File: src/rtl/adc_dma_pkg.sv
// Constants, types and field layout for the converter capture block.
// Assumes a 125 MHz system clock and word-aligned Avalon-MM register access.
package adc_dma_pkg;

	// ==========================================================
	// Register byte offsets
	localparam logic [4:0] REG_CTRL_ONE = 5'h00;
	localparam logic [4:0] REG_CTRL_TWO = 5'h04;
	localparam logic [4:0] REG_PTR_LOW  = 5'h08;
	localparam logic [4:0] REG_PTR_HIGH = 5'h0c;
	localparam logic [4:0] REG_PTR_PAGE = 5'h10;
	localparam logic [4:0] REG_STATUS   = 5'h14;
	localparam logic [4:0] REG_RESULT   = 5'h18;
	localparam logic [4:0] REG_MEM_CFG  = 5'h1c;

	// ==========================================================
	// Field positions and reset values
	localparam int C1_POWER   = 7;
	localparam int C1_DIV_LO  = 4;
	localparam int C1_ACQ_LO  = 2;
	localparam int C1_T2_EN   = 1;
	localparam int C1_EXT_EN  = 0;
	localparam int C2_DMA_EN  = 6;
	localparam int C2_CONT    = 5;
	localparam int C2_SINGLE  = 4;
	localparam int ST_DONE    = 0;
	localparam int ST_BUSY    = 1;
	localparam int ST_DMA     = 2;
	localparam int MC_INT_EN  = 0;
	localparam int MC_DMA_INT = 1;
	localparam logic [7:0] CTRL_RST = 8'h00;
	localparam logic [1:0] MCFG_RST = 2'h0;

	// ==========================================================
	// Timing counts in converter clocks, memory layout
	localparam logic [4:0]  APPROX_CLKS = 5'h0f;
	localparam logic [4:0]  SYNC_CLKS   = 5'h01;
	localparam logic [3:0]  CHAN_STOP   = 4'hf;
	localparam logic [23:0] PTR_STEP    = 24'h000002;

	// ==========================================================
	// Carriers and states
	typedef struct packed {
		logic        read;
		logic        write;
		logic [4:0]  address;
		logic [3:0]  byteenable;
		logic [31:0] writedata;
	} avmm_req_t;

	typedef struct packed {
		logic        re;
		logic        we;
		logic        internal;
		logic [23:0] addr;
		logic [7:0]  wdata;
	} mem_bus_t;

	typedef enum {M_IDLE, M_WR_HI, M_WR_LO, M_RD, M_RD_WAIT} mem_state_t;

	// Master clock cycles per converter clock for the divide field
	function automatic logic [5:0] div_ratio(input logic [1:0] sel);
		case (sel)
			2'h0:    div_ratio = 6'h08;
			2'h1:    div_ratio = 6'h04;
			2'h2:    div_ratio = 6'h10;
			default: div_ratio = 6'h20;
		endcase
	endfunction : div_ratio

endpackage : adc_dma_pkg

File: src/rtl/adc_dma_capture.sv
// Converter sequencer with DMA capture of results into data memory.
// Assumes a static RAM whose read data is valid one cycle after the read strobe.
//
// Added by the designer: the address map and the Avalon-MM register port.
`timescale 1ns/1ps

// Overview of operation
// Conversion is fifteen approximation clocks, one sync clock, one to four acquisition.
// Converter clock is master clock divided by one of four ratios, bits 5:4.
// Software keeps converter clock between 400 kHz and 6 MHz.
// Continuous mode restarts a conversion the moment the previous one ends.
// Software uses divide by 32 and four acquisition clocks for temperature.
// Control two bit 6 enables DMA storing results into data memory.
// DMA sustains back-to-back conversions at the full converter rate.
// Software powers the converter down before setting up DMA.
// Software loads pointer low, then high, then page.
// Software stores channel identifiers in upper nibble of every second location.
// Last identifier repeated then 1111; 1111 stops the run.
// Software enables DMA, then configures control one, then triggers.
// DMA conversions start by single start, timer 2 overflow or external trigger.
// Run completion sets the conversion done flag.
// The final two list locations are never written.
// During DMA to external memory, core external memory accesses have no effect.
// Each cycle converts the fetched channel, writes prior result, reads next channel.
// The first valid result is written in the third DMA cycle.
// DMA to external memory blocks core ports; DMA to internal leaves them usable.
// Core reaches internal RAM during DMA only if enabled and destination external.
// Result stored as channel and bits 11:8, then bits 7:0.
// After the stop pattern, conversions stop and memory returns to the core.
module adc_dma_capture
	import adc_dma_pkg::*;
(
	input  wire logic        sys_clk,
	input  wire logic        resetn,
	input  wire avmm_req_t   avs_req,
	output logic [31:0]      avs_readdata,
	output logic             avs_waitrequest,
	input  wire logic        timer2_overflow,
	input  wire logic        ext_trigger,
	input  wire logic [11:0] adc_data,
	output logic [3:0]       adc_channel,
	output logic             adc_busy,
	output mem_bus_t         mem,
	input  wire logic [7:0]  mem_rdata,
	output logic             core_ext_enable,
	output logic             core_int_enable
);

	// ==========================================================
	// State
	logic [7:0]  ctrl_one_reg, ctrl_two_reg, ptr_low_reg, ptr_high_reg, ptr_page_reg;
	logic [1:0]  mem_cfg_reg;
	logic        done_reg, wait_reg;
	logic [31:0] rdata_reg;
	logic [5:0]  div_cnt_reg;
	logic        tick_reg;
	logic        conv_active_reg, pend_reg, free_run_reg;
	logic [4:0]  tick_cnt_reg;
	logic [11:0] result_reg;
	logic [3:0]  conv_chan_reg, next_chan_reg, wr_chan_reg;
	logic [11:0] wr_res_reg;
	logic        dma_run_reg, conv_valid_reg, fetch_valid_reg, wr_valid_reg, stop_seen_reg;
	logic [23:0] rd_addr_reg, wr_addr_reg;
	mem_state_t  mst_reg, mst_next;
	mem_bus_t    mem_reg, mem_next;
	logic        ext_en_reg, int_en_reg;

	// ==========================================================
	// Decode and sequencing terms
	wire         bus_req    = avs_req.read | avs_req.write;
	wire         bus_wr     = avs_req.write & ~wait_reg & avs_req.byteenable[0];
	wire [7:0]   wbyte      = avs_req.writedata[7:0];
	wire         wr_c1      = bus_wr & (avs_req.address == REG_CTRL_ONE);
	wire         wr_c2      = bus_wr & (avs_req.address == REG_CTRL_TWO);
	wire         wr_st      = bus_wr & (avs_req.address == REG_STATUS);
	wire         single_req = wr_c2 & wbyte[C2_SINGLE];
	wire         power_on   = ctrl_one_reg[C1_POWER];
	wire         dma_en     = ctrl_two_reg[C2_DMA_EN];
	wire         dma_int    = mem_cfg_reg[MC_DMA_INT];
	wire [5:0]   div_val    = div_ratio(ctrl_one_reg[C1_DIV_LO +: 2]);
	// Acquisition field 0..3 means 1..4 clocks
	wire [4:0]   acq_clks   = {3'h0, ctrl_one_reg[C1_ACQ_LO +: 2]} + 5'h01;
	wire [4:0]   conv_len   = APPROX_CLKS + SYNC_CLKS + acq_clks;
	wire         conv_end   = conv_active_reg & tick_reg & (tick_cnt_reg == conv_len - 5'h01);
	wire         start_req  = single_req
	                        | (timer2_overflow & ctrl_one_reg[C1_T2_EN])
	                        | (ext_trigger & ctrl_one_reg[C1_EXT_EN]);
	wire         stop_now   = dma_run_reg & stop_seen_reg & conv_end;
	wire         auto_again = ctrl_two_reg[C2_CONT] | free_run_reg;
	wire         restart    = conv_end & auto_again & ~stop_now;
	wire         want       = pend_reg | start_req | restart;
	wire         conv_begin = want & power_on & ~stop_now & (mst_reg == M_IDLE)
	                        & (~conv_active_reg | conv_end);
	wire         dma_begin  = conv_begin & dma_en;
	// Result of the conversion that is closing this cycle
	wire [11:0]  fin_res    = conv_end ? adc_data : result_reg;
	wire         wr_now     = dma_begin & dma_run_reg & conv_valid_reg;

	// ==========================================================
	// Avalon slave: one wait cycle, then the answer; unmapped reads zero
	logic [31:0] rdata_next;
	always_comb
	begin
		case (avs_req.address)
			REG_CTRL_ONE: rdata_next = {24'h0, ctrl_one_reg};
			REG_CTRL_TWO: rdata_next = {24'h0, ctrl_two_reg};
			REG_PTR_LOW:  rdata_next = {24'h0, ptr_low_reg};
			REG_PTR_HIGH: rdata_next = {24'h0, ptr_high_reg};
			REG_PTR_PAGE: rdata_next = {24'h0, ptr_page_reg};
			REG_STATUS:   rdata_next = {29'h0, dma_run_reg, conv_active_reg, done_reg};
			REG_RESULT:   rdata_next = {16'h0, conv_chan_reg, result_reg};
			REG_MEM_CFG:  rdata_next = {30'h0, mem_cfg_reg};
			default:      rdata_next = 32'h0;
		endcase
	end

	always_ff @(posedge sys_clk or negedge resetn)
	begin
		if (!resetn)
		begin
			wait_reg  <= 1'b1;
			rdata_reg <= 32'h0;
		end
		else
		begin
			wait_reg  <= ~(bus_req & wait_reg);
			rdata_reg <= rdata_next;
		end
	end

	// Register writes; the single-start bit is a strobe and is not stored
	always_ff @(posedge sys_clk or negedge resetn)
	begin
		if (!resetn)
		begin
			ctrl_one_reg <= CTRL_RST;
			ctrl_two_reg <= CTRL_RST;
			ptr_low_reg  <= CTRL_RST;
			ptr_high_reg <= CTRL_RST;
			ptr_page_reg <= CTRL_RST;
			mem_cfg_reg  <= MCFG_RST;
		end
		else
		begin
			if (wr_c1)
				ctrl_one_reg <= wbyte;
			if (wr_c2)
				ctrl_two_reg <= wbyte & ~(8'h01 << C2_SINGLE);
			if (bus_wr & (avs_req.address == REG_PTR_LOW))
				ptr_low_reg <= wbyte;
			if (bus_wr & (avs_req.address == REG_PTR_HIGH))
				ptr_high_reg <= wbyte;
			if (bus_wr & (avs_req.address == REG_PTR_PAGE))
				ptr_page_reg <= wbyte;
			if (bus_wr & (avs_req.address == REG_MEM_CFG))
				mem_cfg_reg <= wbyte[1:0];
		end
	end

	// Done flag: set on a plain conversion end or a finished run; set beats clear
	always_ff @(posedge sys_clk or negedge resetn)
	begin
		if (!resetn)
			done_reg <= 1'b0;
		else if (stop_now | (conv_end & ~dma_run_reg))
			done_reg <= 1'b1;
		else if (wr_st & wbyte[ST_DONE])
			done_reg <= 1'b0;
	end

	// ==========================================================
	// Converter clock: a one-cycle tick every div_val master cycles
	always_ff @(posedge sys_clk or negedge resetn)
	begin
		if (!resetn)
		begin
			div_cnt_reg <= 6'h00;
			tick_reg    <= 1'b0;
		end
		else
		begin
			div_cnt_reg <= (div_cnt_reg >= div_val - 6'h01) ? 6'h00 : div_cnt_reg + 6'h01;
			tick_reg    <= (div_cnt_reg >= div_val - 6'h01);
		end
	end

	// ==========================================================
	// Conversion timing and start bookkeeping
	always_ff @(posedge sys_clk or negedge resetn)
	begin
		if (!resetn)
		begin
			conv_active_reg <= 1'b0;
			tick_cnt_reg    <= 5'h00;
			pend_reg        <= 1'b0;
			free_run_reg    <= 1'b0;
			result_reg      <= 12'h000;
			conv_chan_reg   <= 4'h0;
		end
		else
		begin
			pend_reg <= want & ~conv_begin & ~stop_now;
			if (conv_end)
				result_reg <= adc_data;
			if (conv_begin)
			begin
				conv_active_reg <= 1'b1;
				tick_cnt_reg    <= 5'h00;
				if (dma_en)
					conv_chan_reg <= next_chan_reg;
			end
			else if (conv_end)
				conv_active_reg <= 1'b0;
			else if (conv_active_reg & tick_reg)
				tick_cnt_reg <= tick_cnt_reg + 5'h01;
			// A single start in DMA mode runs the list back to back
			if (stop_now | ~dma_en)
				free_run_reg <= 1'b0;
			else if (single_req)
				free_run_reg <= 1'b1;
		end
	end

	// ==========================================================
	// DMA pipeline: fetch -> convert -> write, one stage per conversion
	always_ff @(posedge sys_clk or negedge resetn)
	begin
		if (!resetn)
		begin
			dma_run_reg     <= 1'b0;
			conv_valid_reg  <= 1'b0;
			fetch_valid_reg <= 1'b0;
			wr_valid_reg    <= 1'b0;
			stop_seen_reg   <= 1'b0;
			next_chan_reg   <= 4'h0;
			wr_chan_reg     <= 4'h0;
			wr_res_reg      <= 12'h000;
			rd_addr_reg     <= 24'h0;
			wr_addr_reg     <= 24'h0;
		end
		else if (~dma_run_reg & ~dma_begin)
		begin
			// Idle: track the pointer, empty the pipeline
			conv_valid_reg  <= 1'b0;
			fetch_valid_reg <= 1'b0;
			wr_valid_reg    <= 1'b0;
			stop_seen_reg   <= 1'b0;
			rd_addr_reg     <= {ptr_page_reg, ptr_high_reg, ptr_low_reg};
			wr_addr_reg     <= {ptr_page_reg, ptr_high_reg, ptr_low_reg};
		end
		else
		begin
			if (stop_now)
				dma_run_reg <= 1'b0;
			else if (dma_begin)
				dma_run_reg <= 1'b1;
			if (dma_begin)
			begin
				conv_valid_reg <= fetch_valid_reg;
				wr_valid_reg   <= wr_now;
				wr_chan_reg    <= conv_chan_reg;
				wr_res_reg     <= fin_res;
			end
			if (mst_reg == M_WR_LO)
				wr_addr_reg <= wr_addr_reg + PTR_STEP;
			if (mst_reg == M_RD_WAIT)
			begin
				rd_addr_reg     <= rd_addr_reg + PTR_STEP;
				next_chan_reg   <= mem_rdata[7:4];
				fetch_valid_reg <= 1'b1;
				if (mem_rdata[7:4] == CHAN_STOP)
					stop_seen_reg <= 1'b1;
			end
		end
	end

	// ==========================================================
	// Memory sequencer; strobes follow the registered state
	always_comb
	begin
		mst_next = mst_reg;
		case (mst_reg)
			M_IDLE:    if (dma_begin) mst_next = wr_now ? M_WR_HI : M_RD;
			M_WR_HI:   mst_next = M_WR_LO;
			M_WR_LO:   mst_next = M_RD;
			M_RD:      mst_next = M_RD_WAIT;
			M_RD_WAIT: mst_next = M_IDLE;
			default:   mst_next = M_IDLE;
		endcase
	end

	// Bus contents for the next state; stop-pattern cycle issues no further write
	always_comb
	begin
		mem_next          = '0;
		mem_next.internal = dma_int;
		case (mst_next)
			M_WR_HI:
			begin
				mem_next.we    = 1'b1;
				mem_next.addr  = wr_addr_reg;
				mem_next.wdata = wr_now ? {conv_chan_reg, fin_res[11:8]}
				                        : {wr_chan_reg, wr_res_reg[11:8]};
			end
			M_WR_LO:
			begin
				mem_next.we    = 1'b1;
				mem_next.addr  = wr_addr_reg + 24'h000001;
				mem_next.wdata = wr_res_reg[7:0];
			end
			M_RD:
			begin
				mem_next.re   = 1'b1;
				mem_next.addr = rd_addr_reg;
			end
			M_RD_WAIT: mem_next.addr = rd_addr_reg;
			default:   mem_next.addr = 24'h0;
		endcase
	end

	always_ff @(posedge sys_clk or negedge resetn)
	begin
		if (!resetn)
		begin
			mst_reg    <= M_IDLE;
			mem_reg    <= '0;
			ext_en_reg <= 1'b1;
			int_en_reg <= 1'b1;
		end
		else
		begin
			mst_reg    <= mst_next;
			mem_reg    <= mem_next;
			ext_en_reg <= ~(dma_run_reg & ~dma_int);
			int_en_reg <= ~dma_run_reg | (mem_cfg_reg[MC_INT_EN] & ~dma_int);
		end
	end

	// ==========================================================
	// Outputs
	assign avs_readdata    = rdata_reg;
	assign avs_waitrequest = wait_reg;
	assign adc_channel     = conv_chan_reg;
	assign adc_busy        = conv_active_reg;
	assign mem             = mem_reg;
	assign core_ext_enable = ext_en_reg;
	assign core_int_enable = int_en_reg;

	// ==========================================================
	// Checks
	logic [1:0] cyc_cnt_reg;
	always_ff @(posedge sys_clk or negedge resetn)
	begin
		if (!resetn)
			cyc_cnt_reg <= 2'h0;
		else if (~dma_run_reg & ~dma_begin)
			cyc_cnt_reg <= 2'h0;
		else if (dma_begin & (cyc_cnt_reg != 2'h3))
			cyc_cnt_reg <= cyc_cnt_reg + 2'h1;
	end
endmodule : adc_dma_capture

File: config.mk
export PLATFORM = sky130hd
export DESIGN_NAME = adc_dma_capture
export DESIGN_NICKNAME = d
export VERILOG_FILES = /design/src/rtl/adc_dma_pkg.sv /design/src/rtl/adc_dma_capture.sv
export SDC_FILE = /design/constraint.sdc
export NUM_CORES = 1
export LEC_CHECK = 0
export BUFFER_PORTS_ARGS = -buffer_cell sky130_fd_sc_hd__buf_4
export CAP_MARGIN = 20
export CORE_ASPECT_RATIO = 1.2
export CORE_UTILIZATION = 55
export DETAILED_ROUTE_END_ITERATION = 16
export PLACE_DENSITY = 0.79
export REMOVE_ABC_BUFFERS = 1
export SLEW_MARGIN = 20
export SYNTH_ARGS = -nofsm -noshare
export SYNTH_HDL_FRONTEND = slang
export SYNTH_SLANG_ARGS = --single-unit
File: constraint.sdc
create_clock -name sys_clk -period 5.7 [get_ports sys_clk]
set_clock_uncertainty 0.15 [all_clocks]
set_input_delay 0.855 -clock sys_clk [delete_from_list [all_inputs] [get_ports sys_clk]]
set_output_delay 0.855 -clock sys_clk [all_outputs]
set_load 0.005 [all_outputs]
After elaboration in Yosys (flattened, before gate mapping). Index checks and enable logic that the tools add are counted.

Add/sub/neg operators: 9. Order comparisons: 1. Equality and inequality tests: 21. Mux-type cells: 34. Bitwise gates (word level): 54. Reductions and logical operators: 21.

Operators by type and width (number): $eq 32x2->1 const B (4); $pmux 16 s8 (1); $pmux 32 s4 (1); $mux 24 (4); $pmux 24 s3 (1); $eq 32x1->1 const B (2); $eq 32x3->1 const B (2); $logic_not 32->1 (2); $add 24x2->24 const B (2); $and 1x1->1 (33); $eq 32x4->1 const B (1); $mux 32 (1); $add 24x1->24 const B (1); $eq 5x5->1 const B (4); $pmux 6 s3 (1); $reduce_bool 2->1 (9); $mux 1 (17); $pmux 8 s2 (1); $mux 5 (3); $mux 12 (1); $reduce_and 2->1 (6); $not 1->1 (11); $eq 5x4->1 const B (2); $or 1x1->1 (10); 19 further kinds (20).

Register bits after elaboration: 247. Input port bits: 67. Output and inout bits: 75. Logic and storage cells: 174.

Depth between registers and ports, before layout. Gate-level depths: netlist of run 1.

Word-level depth: 22. Mapped depth: 9. Mapped depth without buffers: 7.

Worst setup path before layout of run 1. OpenSTA, ideal clock, no wires.

Kind: input to register. Start: input avs_req[37] in the netlist's numbering. End: register conv_chan_reg[0] (netlist: adc_channel[0]). Library setup time: 0.125 ns. Arrival time: 2.838 ns. Required time: 5.425 ns. Slack: 2.588 ns. Stages on the path: 8. Path buffers: 3. Path through: or3_1 buf_2 nor3_4 a221oi_2 nor4b_2 buf_2 buf_4 mux2_2.

Cells in the longest elaborated chain, start to end: 12.

RTL lines: start, declared (line adc_dma_capture.sv:35) `input wire avmm_req_t avs_req,`; $eq 5x3->1 (line adc_dma_capture.sv:74) `wire wr_c2 = bus_wr & (avs_req.address == REG_CTRL_TWO);`; $and 1x1->1 (line adc_dma_capture.sv:74); $and 1x1->1 (line adc_dma_capture.sv:76) `wire single_req = wr_c2 & wbyte[C2_SINGLE];`; $or 1x1->1 (line adc_dma_capture.sv:86) `| (timer2_overflow & ctrl_one_reg[C1_T2_EN])`; $or 1x1->1 (line adc_dma_capture.sv:87) `| (ext_trigger & ctrl_one_reg[C1_EXT_EN]);`; $or 1x1->1 (2 in series) (line adc_dma_capture.sv:91) `wire want = pend_reg | start_req | restart;`; $and 1x1->1 (3 in series) (line adc_dma_capture.sv:92) `wire conv_begin = want & power_on & ~stop_now & (mst_reg == M_IDLE)`; $and 1x1->1 (line adc_dma_capture.sv:93) `& (~conv_active_reg | conv_end);`; $reduce_and 2->1 (no line); end signal, assigned (line adc_dma_capture.sv:210) `conv_chan_reg <= next_chan_reg;`; end, declared (line adc_dma_capture.sv:60) `logic [3:0] conv_chan_reg, next_chan_reg, wr_chan_reg;`.

Every way passes these cells. A chain may end at the register's enable or synchronous reset.

Final worst setup path of run 1.
Start: input avs_req[37] in the netlist's numbering. End: register rd_addr_reg[0].

Cells in the longest elaborated chain, start to end: 15. Elaborated cells on any way between the ends: 16. Those cells by class: eq/ne (1); mux (1); bitwise (13); reduce/logical (1).

RTL lines: $eq 5x3->1 * (line adc_dma_capture.sv:74); $and 1x1->1 * (line adc_dma_capture.sv:74); $and 1x1->1 * (line adc_dma_capture.sv:76); $or 1x1->1 * (line adc_dma_capture.sv:86); $or 1x1->1 * (line adc_dma_capture.sv:87); $or 1x1->1 * (2 in series) (line adc_dma_capture.sv:91); $and 1x1->1 * (3 in series) (line adc_dma_capture.sv:92); $and 1x1->1 * (line adc_dma_capture.sv:93); $and 1x1->1 * (line adc_dma_capture.sv:94) `wire dma_begin = conv_begin & dma_en;`; $not 1->1 *; $and 1x1->1 *; $mux 24 / $reduce_bool 2->1 (equally long branches); end signal, assigned (line adc_dma_capture.sv:248) `rd_addr_reg <= {ptr_page_reg, ptr_high_reg, ptr_low_reg};`; end signal, assigned (line adc_dma_capture.sv:268) `rd_addr_reg <= rd_addr_reg + PTR_STEP;`; end, declared (line adc_dma_capture.sv:63) `logic [23:0] rd_addr_reg, wr_addr_reg;`.

Mark *: on every way between the ends. The rest lies on a longest branch, timed or not.

==> results.sh, run 1 <==
export IMPL_clk_pin_slew_worst_paths_ns=0.06
export IMPL_cp_slowest_cell="or2_1"
export IMPL_die_w_um=124
export IMPL_setup_viol=0
export IMPL_syn_inst=882
export IMPL_wl_per_cell_um=19.0
export IMPL_worstMarginPinSlew_ns=1.03
export IMPL_dpl_instance_area_um2=10800
export IMPL_io_buffers=94
export IMPL_fin_nets=1074
export IMPL_cts_setup_buffers=0
export IMPL_clk_path_buf_depth=3
export IMPL_cts_resized=0
export IMPL_end_kind="register"
export IMPL_rsz0062_at_grt="false"
export IMPL_syn_cell_area_um2=9860
export IMPL_design_area_um2=11600
export IMPL_vias_per_cell=5.99
export IMPL_die_height_um=149
export IMPL_relSlewSlack=0.305
export IMPL_critPathKind="in -> reg"
export IMPL_ys_warn_count=0
export IMPL_required_ns=5.95
export IMPL_p_per_area_nw_per_um2=321
export IMPL_drtPass1Iterations=7
export IMPL_max_freq_mhz=262
export IMPL_gp_congestion=0.865
export IMPL_async_flop_share=1.00
export IMPL_cts_tree="built"
export IMPL_cp_max_fo=24
export IMPL_rows=53
export IMPL_coreArea_um2=17500
export IMPL_root_buffer="clkbuf_16"
export IMPL_die_area_um2=18500
export IMPL_finalCriticalPeriod_ns=3.81
export IMPL_hpwl_mm=15.9
export IMPL_cts_buffers=22
export IMPL_synth_common_cells="dfrtp_1 (219), nand2_1 (75), mux2_2 (69)"
export IMPL_num_vias=7393
export IMPL_p_leak_nw=5.46
export IMPL_pin_count=142
export IMPL_status="finished, final reports clean"
export IMPL_timing_final_crit_share=0.669
export IMPL_clkLatencyLatePin_ns=0.51
export IMPL_yosysMostFrequentCell="dfrtp_1"
export IMPL_ant_nets=0
export IMPL_h_tree_depth=1
export IMPL_drt_wl_total_mm=23.4
export IMPL_antenna_found_initial=0
export IMPL_grt_remaining_overflow=0
export IMPL_grt_pass1_vias=7261
export IMPL_largest_register_ffs=35
export IMPL_hold_viol=0
export IMPL_ctsHoldBuffers=0
export IMPL_ys_types=58
export IMPL_synth_area_top_cells="dfrtp_1 (56%), mux2_2 (7.9%), a21oi_1 (2.9%), nand2_1 (2.9%), xor2_1 (2.8%)"
export IMPL_drt_iter0_drc=603
export IMPL_drv_slew=0
export IMPL_drive_gt1_frac=0.225
export IMPL_hold_path_class="in -> async"
export IMPL_grt_total_usage=0.255
export IMPL_area_growth_pct=17.4
export IMPL_syn_avg_cell_area_um2=11.2
export IMPL_start_util=0.563
export IMPL_tns_ns=0
export IMPL_arrival_ns=4.06
export IMPL_grt_pass1_wl_mm=37.4
export IMPL_synth_edf_count=0
export IMPL_grt_max_degree=137
export IMPL_diodes=0
export IMPL_cts_sinks=222
export IMPL_synth_ff_type="dfrtp_1"
export IMPL_synth_top_area_share=0.556
export IMPL_ys_seq_elements=222
export IMPL_drc=0
export IMPL_worst_path_largest_cell_delay_ns=0.84
export IMPL_vdd_ir_drop_max_mv=0.310
export IMPL_cap_violations=0
export IMPL_ys_seq_area_frac=0.564
export IMPL_yosys_area_top_type="dfrtp_1"
export IMPL_start_kind="input port"
export IMPL_path_cells="buf_4, or3_1, nor3_4, a221oi_2, nor3_1, or2_1, mux2_2"
==> routing by layer <==
layer / vias up / global-route usage / share of wire / routed length (um)
met4: 0 / 0.109 / 0.039 / 922
li1: 3364 / - / - / -
met5: - / 0 / 0 / 0
met2: 324 / 0.430 / 0.49 / 11500
met3: 63 / 0.0324 / 0.060 / 1410
met1: 3642 / 0.333 / 0.41 / 9560
==> area by class of cell <==
type                            count  area [um^2]
Clock inverter                      7          100
Tap cell                          220          275
Multi-Input combinational cell    633         4150
Sequential cell                   222         5560
Clock buffer                       32          608
Fill cell                        1341         5930
Timing Repair Buffer              107          843
Inverter                           13         48.8
==> report_power, final <==
part | internal, mW | switching (mW) | total (mW)
combinational | 0.197 | 0.222 | 0.419
sequential | 1.73 | 0.147 | 1.88
clock | 0.834 | 0.591 | 1.43
total | 2.76 | 0.960 | 3.72
==> cell usage in the layout (no fill, tap or decap), drive strengths merged, types with 13 or more instances in the layout <==
cell and instances:
nand2 75, a31oi 21, inv 13, nor4 13, mux2 69, conb 45, clkbuf 32, nor3 42
o21ai 31, buf 107, nand3 33, a22oi 17, xor2 32, xnor2 16, a21oi 58, dfrtp 219
nor2 40, nand4 16, and3 23
==> worst paths after layout <==
kind / start / endpoint / slack (ns) / cells past startpoint
max reg2reg: mst_reg[11]$_DFF_PN0_ / adc_channel[3]$_DFFE_PN0P_ / 2.17 / 6
min in group sys_clk: div_cnt_reg[0]$_DFF_PN0_ / div_cnt_reg[0]$_DFF_PN0_ / 0.31 / 1
min reg2reg: div_cnt_reg[0]$_DFF_PN0_ / div_cnt_reg[0]$_DFF_PN0_ / 0.31 / 1
max in group asynchronous: resetn / ptr_low_reg[1]$_DFFE_PN0P_ / 4.00 / 3
max: avs_req[37] / rd_addr_reg[0]$_DFFE_PN0P_ / 1.89 / 7
min: resetn / mem[8]$_DFF_PN0_ / 0.15 / 1
==> critical path, delay by kind of cell <==
family	cells	cell delay, ns
compound gates	1	0.26
buf+inv	1	0.11
mux	1	0.41
simple gates	4	2.42
==> stage by stage <==
| stage | hold slack, ns | std cells | util | power, mW | worst slack [ns] |
|---|---|---|---|---|---|
| final | 0.147 | 1234 | 0.662 | 3.72 | 1.89 |
| after global placement | 0.287 | 1194 | 0.619 | 2.29 | 1.50 |
| after floorplan | 0.247 | 868 | - | 2.12 | 0.979 |
| after detailed placement | 0.299 | 1194 | 0.619 | 2.31 | 1.38 |
| after CTS | 0.316 | 1233 | 0.660 | 3.73 | 1.92 |
| after global routing | 0.189 | 1234 | 0.662 | 3.87 | 1.70 |
==> kinds of logic (layout without fill, tap and decap cells) <==
logic type / after synthesis / after routing / share of synthesized area
compound gates: 166 / 166 / 0.108
simple gates: 293 / 293 / 0.155
buf+inv: 71 / 159 / 0.0376
fa+ha+maj: 8 / 8 / 0.0102
xor+xnor: 48 / 48 / 0.0426
mux: 73 / 73 / 0.0828
flops: 222 / 222 / 0.564
other cells: 1 / 45 / 0.000380
Power figures use the tool's default switching activity.
==> run 2, diff against run 1 <==
Clock period 5.7 ns to 3.95 ns, I/O delays scaled along.
==> run 2 against run 1 <==
- the flow now finishes with violations (hold timing)
- highest routed layer unchanged
- power grew 44%
- register-to-register slack lost 1.5 ns
- clock power grew 43%
- critical endpoint is now wr_res_reg[5]$_DFFE_PN0P_
- via count is essentially flat
- critical path depth shrank 1
- combinational power grew 46%
==> results.sh, run 2 (synthesized netlist as in run 1, its figures left out) <==
export IMPL_fin_nets=1085
export IMPL_timing_final_crit_share=0.821
export IMPL_cp_max_fo=28
export IMPL_cap_violations=0
export IMPL_largest_register_ffs=35
export IMPL_drc=0
export IMPL_die_w_um=124
export IMPL_rsz0062_at_grt="false"
export IMPL_dpl_instance_area_um2=10900
export IMPL_num_vias=7399
export IMPL_area_growth_pct=18.0
export IMPL_clk_pin_slew_worst_paths_ns=0.06
export IMPL_relSlewSlack=0.365
export IMPL_root_buffer="clkbuf_16"
export IMPL_worstMarginPinSlew_ns=0.944
export IMPL_grt_pass1_vias=7322
export IMPL_path_cells="nor4_1, nand4_1, nor3_1, nor4b_4, buf_4, mux2_2"
export IMPL_stdcell_count=1244
export IMPL_worst_path_largest_cell_delay_ns=0.52
export IMPL_wl_per_cell_um=18.8
export IMPL_drt_iter0_drc=556
export IMPL_grt_total_usage=0.258
export IMPL_p_per_area_nw_per_um2=461
export IMPL_hold_viol=3
export IMPL_h_tree_depth=1
export IMPL_vias_per_cell=5.95
export IMPL_layout_commonest_cell="dfrtp_1"
export IMPL_final_cell_mix="dfrtp_1 (219), buf_4 (115), nand2_1 (75), mux2_2 (69), a21oi_1 (58)"
export IMPL_status="complete, but fails checks"
export IMPL_start_util=0.563
export IMPL_arrival_ns=3.47
export IMPL_die_height_um=149
export IMPL_grt_remaining_overflow=0
export IMPL_cts_tree="built"
export IMPL_hold_slack_ns=-0.0120
export IMPL_setup_viol=0
export IMPL_p_leak_nw=5.51
export IMPL_cts_buffers=22
export IMPL_grt_pass1_wl_mm=38.0
export IMPL_cts_resized=0
export IMPL_end_kind="register"
export IMPL_required_ns=4.18
export IMPL_ant_nets=0
export IMPL_coreArea_um2=17500
export IMPL_critPathKind="reg -> reg"
export IMPL_violations="hold timing"
export IMPL_antenna_found_initial=0
export IMPL_grt_max_degree=105
export IMPL_placed_cells=1206
export IMPL_diodes=0
export IMPL_drive_gt1_frac=0.231
export IMPL_cts_sinks=222
export IMPL_start_kind="register"
export IMPL_die_area_um2=18500
export IMPL_drv_slew=0
export IMPL_vdd_ir_drop_max_mv=0.453
export IMPL_drt_wl_total_mm=23.4
export IMPL_hpwl_mm=16.1
export IMPL_finalCriticalPeriod_ns=3.24
export IMPL_clkLatencyLatePin_ns=0.50
export IMPL_drtPass1Iterations=5
export IMPL_cts_setup_buffers=0
export IMPL_cp_slowest_cell="nor3_1"
export IMPL_clk_path_buf_depth=3
export IMPL_rows=53
export IMPL_pin_count=142
export IMPL_gp_congestion=0.850
export IMPL_hold_path_class="in -> async"
export IMPL_max_freq_mhz=308
export IMPL_io_buffers=94
export IMPL_design_area_um2=11600
export IMPL_ctsHoldBuffers=0
==> run 2: routing by layer <==
layer	share of wire	global-route usage	up-vias
met3	0.064	0.0335	65
met5	0	0	-
li1	-	-	3383
met4	0.036	0.114	0
met1	0.40	0.334	3646
met2	0.50	0.436	305
==> run 2: worst max-delay path, delay by kind of cell, from the launching register on <==
kind,cells,cell delay (ns)
simple gates,4,1.84
flops,1,0.36
buf+inv,1,0.39
mux,1,0.38
==> run 2: cell type report <==
type | instances | area [um^2]
Sequential cell | 222 | 5560
Timing Repair Buffer | 118 | 918
Inverter | 13 | 48.8
Tap cell | 220 | 275
Clock buffer | 34 | 657
Multi-Input combinational cell | 633 | 4130
Clock inverter | 4 | 45.0
Fill cell | 1369 | 5870
==> run 2: power breakdown <==
| group | internal (mW) | leakage, nW | switching (mW) |
|---|---|---|---|
| clock | 1.20 | 0.346 | 0.835 |
| combinational | 0.290 | 2.22 | 0.322 |
| sequential | 2.50 | 2.95 | 0.213 |
| total | 3.99 | 5.51 | 1.37 |
==> run 2: metrics by stage <==
step / setup TNS [ns] / setup slack [ns] / utilization / hold slack [ns] / power, mW
2_1_floorplan: -8.37 / -0.509 / - / 0.147 / 3.06
3_3_place_gp: 0 / 0.658 / 0.624 / 0.286 / 3.31
3_5_place_dp: 0 / 0.665 / 0.624 / 0.297 / 3.35
4_1_cts: 0 / 0.757 / 0.665 / 0.0240 / 5.39
5_1_grt: 0 / 0.500 / 0.665 / 0.0552 / 5.58
6_report: 0 / 0.707 / 0.665 / -0.0120 / 5.36
==> run 2: worst paths after layout <==
path	from	endpoint	slack, ns	cells past startpoint
worst max register to register	mst_reg[20]$_DFF_PN0_	wr_res_reg[5]$_DFFE_PN0P_	0.71	6
min in group sys_clk	avs_req[42]	avs_waitrequest$_DFF_PN1_	0.09	2
worst max-delay path	mst_reg[20]$_DFF_PN0_	wr_res_reg[5]$_DFFE_PN0P_	0.71	6
worst min-delay path	resetn	mem[25]$_DFF_PN0_	-0.01	1
worst min register to register	mem_cfg_reg[1]$_DFFE_PN0P_	mem[32]$_DFF_PN0_	0.30	0
max in group asynchronous	resetn	rd_addr_reg[5]$_DFFE_PN0P_	2.76	2
==> run 3, diff against run 2 <==
Settings changed: CORE_UTILIZATION 55 to 52, PLACE_DENSITY 0.79 to 0.78.
Clock period 3.95 ns to 2.8 ns, I/O delays scaled along.
==> run 3 against run 2 <==
- the flow now finishes without violations
- via count rose by 0.96%
- combinational power rose by 44%
- clock power rose by 54%
- highest routed layer unchanged
- first-iteration DRC count rose by 21%
- sequential cell count did not move
- final area rose by 3.4%
- setup slack got worse by 0.57 ns
==> results.sh, run 3 (synthesized netlist as in run 1, its figures left out) <==
export IMPL_drt_iter0_drc=673
export IMPL_relSlewSlack=0.600
export IMPL_worstMarginPinSlew_ns=0.597
export IMPL_setup_viol=0
export IMPL_worst_path_dominant_cell_family="simple AND/OR/NAND/NOR gates"
export IMPL_cts_sinks=222
export IMPL_hold_path_class="in -> reg"
export IMPL_largest_register_ffs=35
export IMPL_hold_viol=0
export IMPL_clkLatencyLatePin_ns=0.51
export IMPL_grt_max_degree=71
export IMPL_tns_ns=0
export IMPL_h_tree_depth=1
export IMPL_drtPass1Iterations=7
export IMPL_wl_per_cell_um=18.1
export IMPL_io_buffers=94
export IMPL_p_per_area_nw_per_um2=651
export IMPL_arrival_ns=2.94
export IMPL_clk_pin_slew_worst_paths_ns=0.06
export IMPL_rsz0062_at_grt="false"
export IMPL_path_cells="xor2_1, nor4_4, and3_1, buf_4, or4_1, buf_4, and3_1, o21ai_1"
export IMPL_worst_path_largest_cell_delay_ns=0.51
export IMPL_drt_wl_total_mm=23.7
export IMPL_dpl_instance_area_um2=11200
export IMPL_drive_gt1_frac=0.260
export IMPL_diodes=0
export IMPL_timing_final_crit_share=0.952
export IMPL_ant_nets=0
export IMPL_max_freq_mhz=375
export IMPL_grt_total_usage=0.250
export IMPL_coreArea_um2=18400
export IMPL_cp_slowest_cell="or4_1"
export IMPL_fin_nets=1115
export IMPL_p_leak_nw=5.71
export IMPL_num_vias=7470
export IMPL_cts_buffers=23
export IMPL_cts_tree="built"
export IMPL_worst_path_buf_inv=2
export IMPL_cp_max_fo=20
export IMPL_cap_violations=0
export IMPL_critPathKind="reg -> reg"
export IMPL_hold_slack_ns=0.0112
export IMPL_final_cell_mix="dfrtp_1 (219), buf_4 (139), nand2_1 (75), mux2_2 (69), a21oi_1 (58)"
export IMPL_status="finished, final reports clean"
export IMPL_grt_pass1_vias=7346
export IMPL_die_w_um=128
export IMPL_rows=54
export IMPL_grt_remaining_overflow=0
export IMPL_layout_commonest_cell="dfrtp_1"
export IMPL_root_buffer="clkbuf_16"
export IMPL_start_util=0.537
export IMPL_finalCriticalPeriod_ns=2.67
export IMPL_antenna_found_initial=0
export IMPL_grt_pass1_wl_mm=38.5
export IMPL_vdd_ir_drop_max_mv=0.621
export IMPL_drc=0
export IMPL_pin_count=142
export IMPL_design_area_um2=12000
export IMPL_end_kind="register"
export IMPL_area_growth_pct=22.0
export IMPL_die_height_um=153
export IMPL_drv_slew=0
export IMPL_clk_path_buf_depth=3
export IMPL_hpwl_mm=16.8
export IMPL_gp_congestion=0.871
export IMPL_die_area_um2=19500
export IMPL_required_ns=3.08
export IMPL_vias_per_cell=5.71
export IMPL_start_kind="register"
## run 3: cell types whose count changed in the layout (fill, tap and decap cells not counted), sizes merged
cell	previous run	this run
buf	118	144
bufinv	1	3
clkbuf	34	29
clkinv	3	6
clkinvlp	0	2
dlygate4sd3	0	3
inv	13	15
## run 3: cell type report
| class | instances | area [um^2] |
|---|---|---|
| fill | 1415 | 6350 |
| multi-input combinational | 633 | 4150 |
| clock buffer | 29 | 638 |
| tap | 252 | 315 |
| clock inverter | 13 | 153 |
| timing repair buffer | 147 | 1170 |
| sequential | 222 | 5560 |
| inverter | 13 | 48.8 |
## run 3: worst paths after layout
kind | end | slack (ns) | from | cells past startpoint
min reg2reg | mem[32]$_DFF_PN0_ | 0.30 | mem_cfg_reg[1]$_DFFE_PN0P_ | 0
min | result_reg[10]$_DFF_PN0_ | 0.01 | adc_data[10] | 3
max | mem[20]$_DFF_PN0_ | 0.13 | ctrl_one_reg[3]$_DFFE_PN0P_ | 8
min in group asynchronous | mem[25]$_DFF_PN0_ | 0.32 | resetn | 2
max reg2reg | mem[20]$_DFF_PN0_ | 0.13 | ctrl_one_reg[3]$_DFFE_PN0P_ | 8
max in group asynchronous | rd_addr_reg[17]$_DFFE_PN0P_ | 1.44 | resetn | 3
## run 3: per-layer routing
| layer | track usage | vias up | part of all wire |
|---|---|---|---|
| met2 | 0.420 | 271 | 0.50 |
| met4 | 0.0936 | 0 | 0.033 |
| met3 | 0.0294 | 57 | 0.052 |
| li1 | - | 3443 | - |
| met1 | 0.335 | 3699 | 0.42 |
| met5 | 0 | - | 0 |
## run 3: timing repair
item                       4_1_cts  5_1_grt
setup buffers                    0        0
hold endpoints to repair        67        0
setup endpoints to repair        0       12
hold buffers                     3        0
gates resized for setup          0        3
## run 3: metrics by stage
step / setup WS, ns / power [mW] / instances / utilization
global route: 0.00800 / 8.17 / 1309 / 0.655
floorplan: -1.59 / 4.31 / 868 / -
CTS: 0.114 / 7.88 / 1309 / 0.654
detailed placement: 0.0293 / 4.74 / 1264 / 0.609
finish: 0.133 / 7.83 / 1309 / 0.655
global placement: 0.0931 / 4.68 / 1264 / 0.609
## run 3: worst reg2reg max path: stages, from the launching register on
cell     delay, ns
dfrtp_1       0.43
xor2_1        0.31
nor4_4        0.11
and3_1        0.28
buf_4         0.19
or4_1         0.51
buf_4         0.24
and3_1        0.21
o21ai_1       0.16
## run 3: power by group
group	switching, mW	leakage (nW)	internal (mW)
combinational	0.464	2.37	0.418
clock	1.24	0.390	1.90
sequential	0.290	2.95	3.52
total	1.99	5.71	5.84
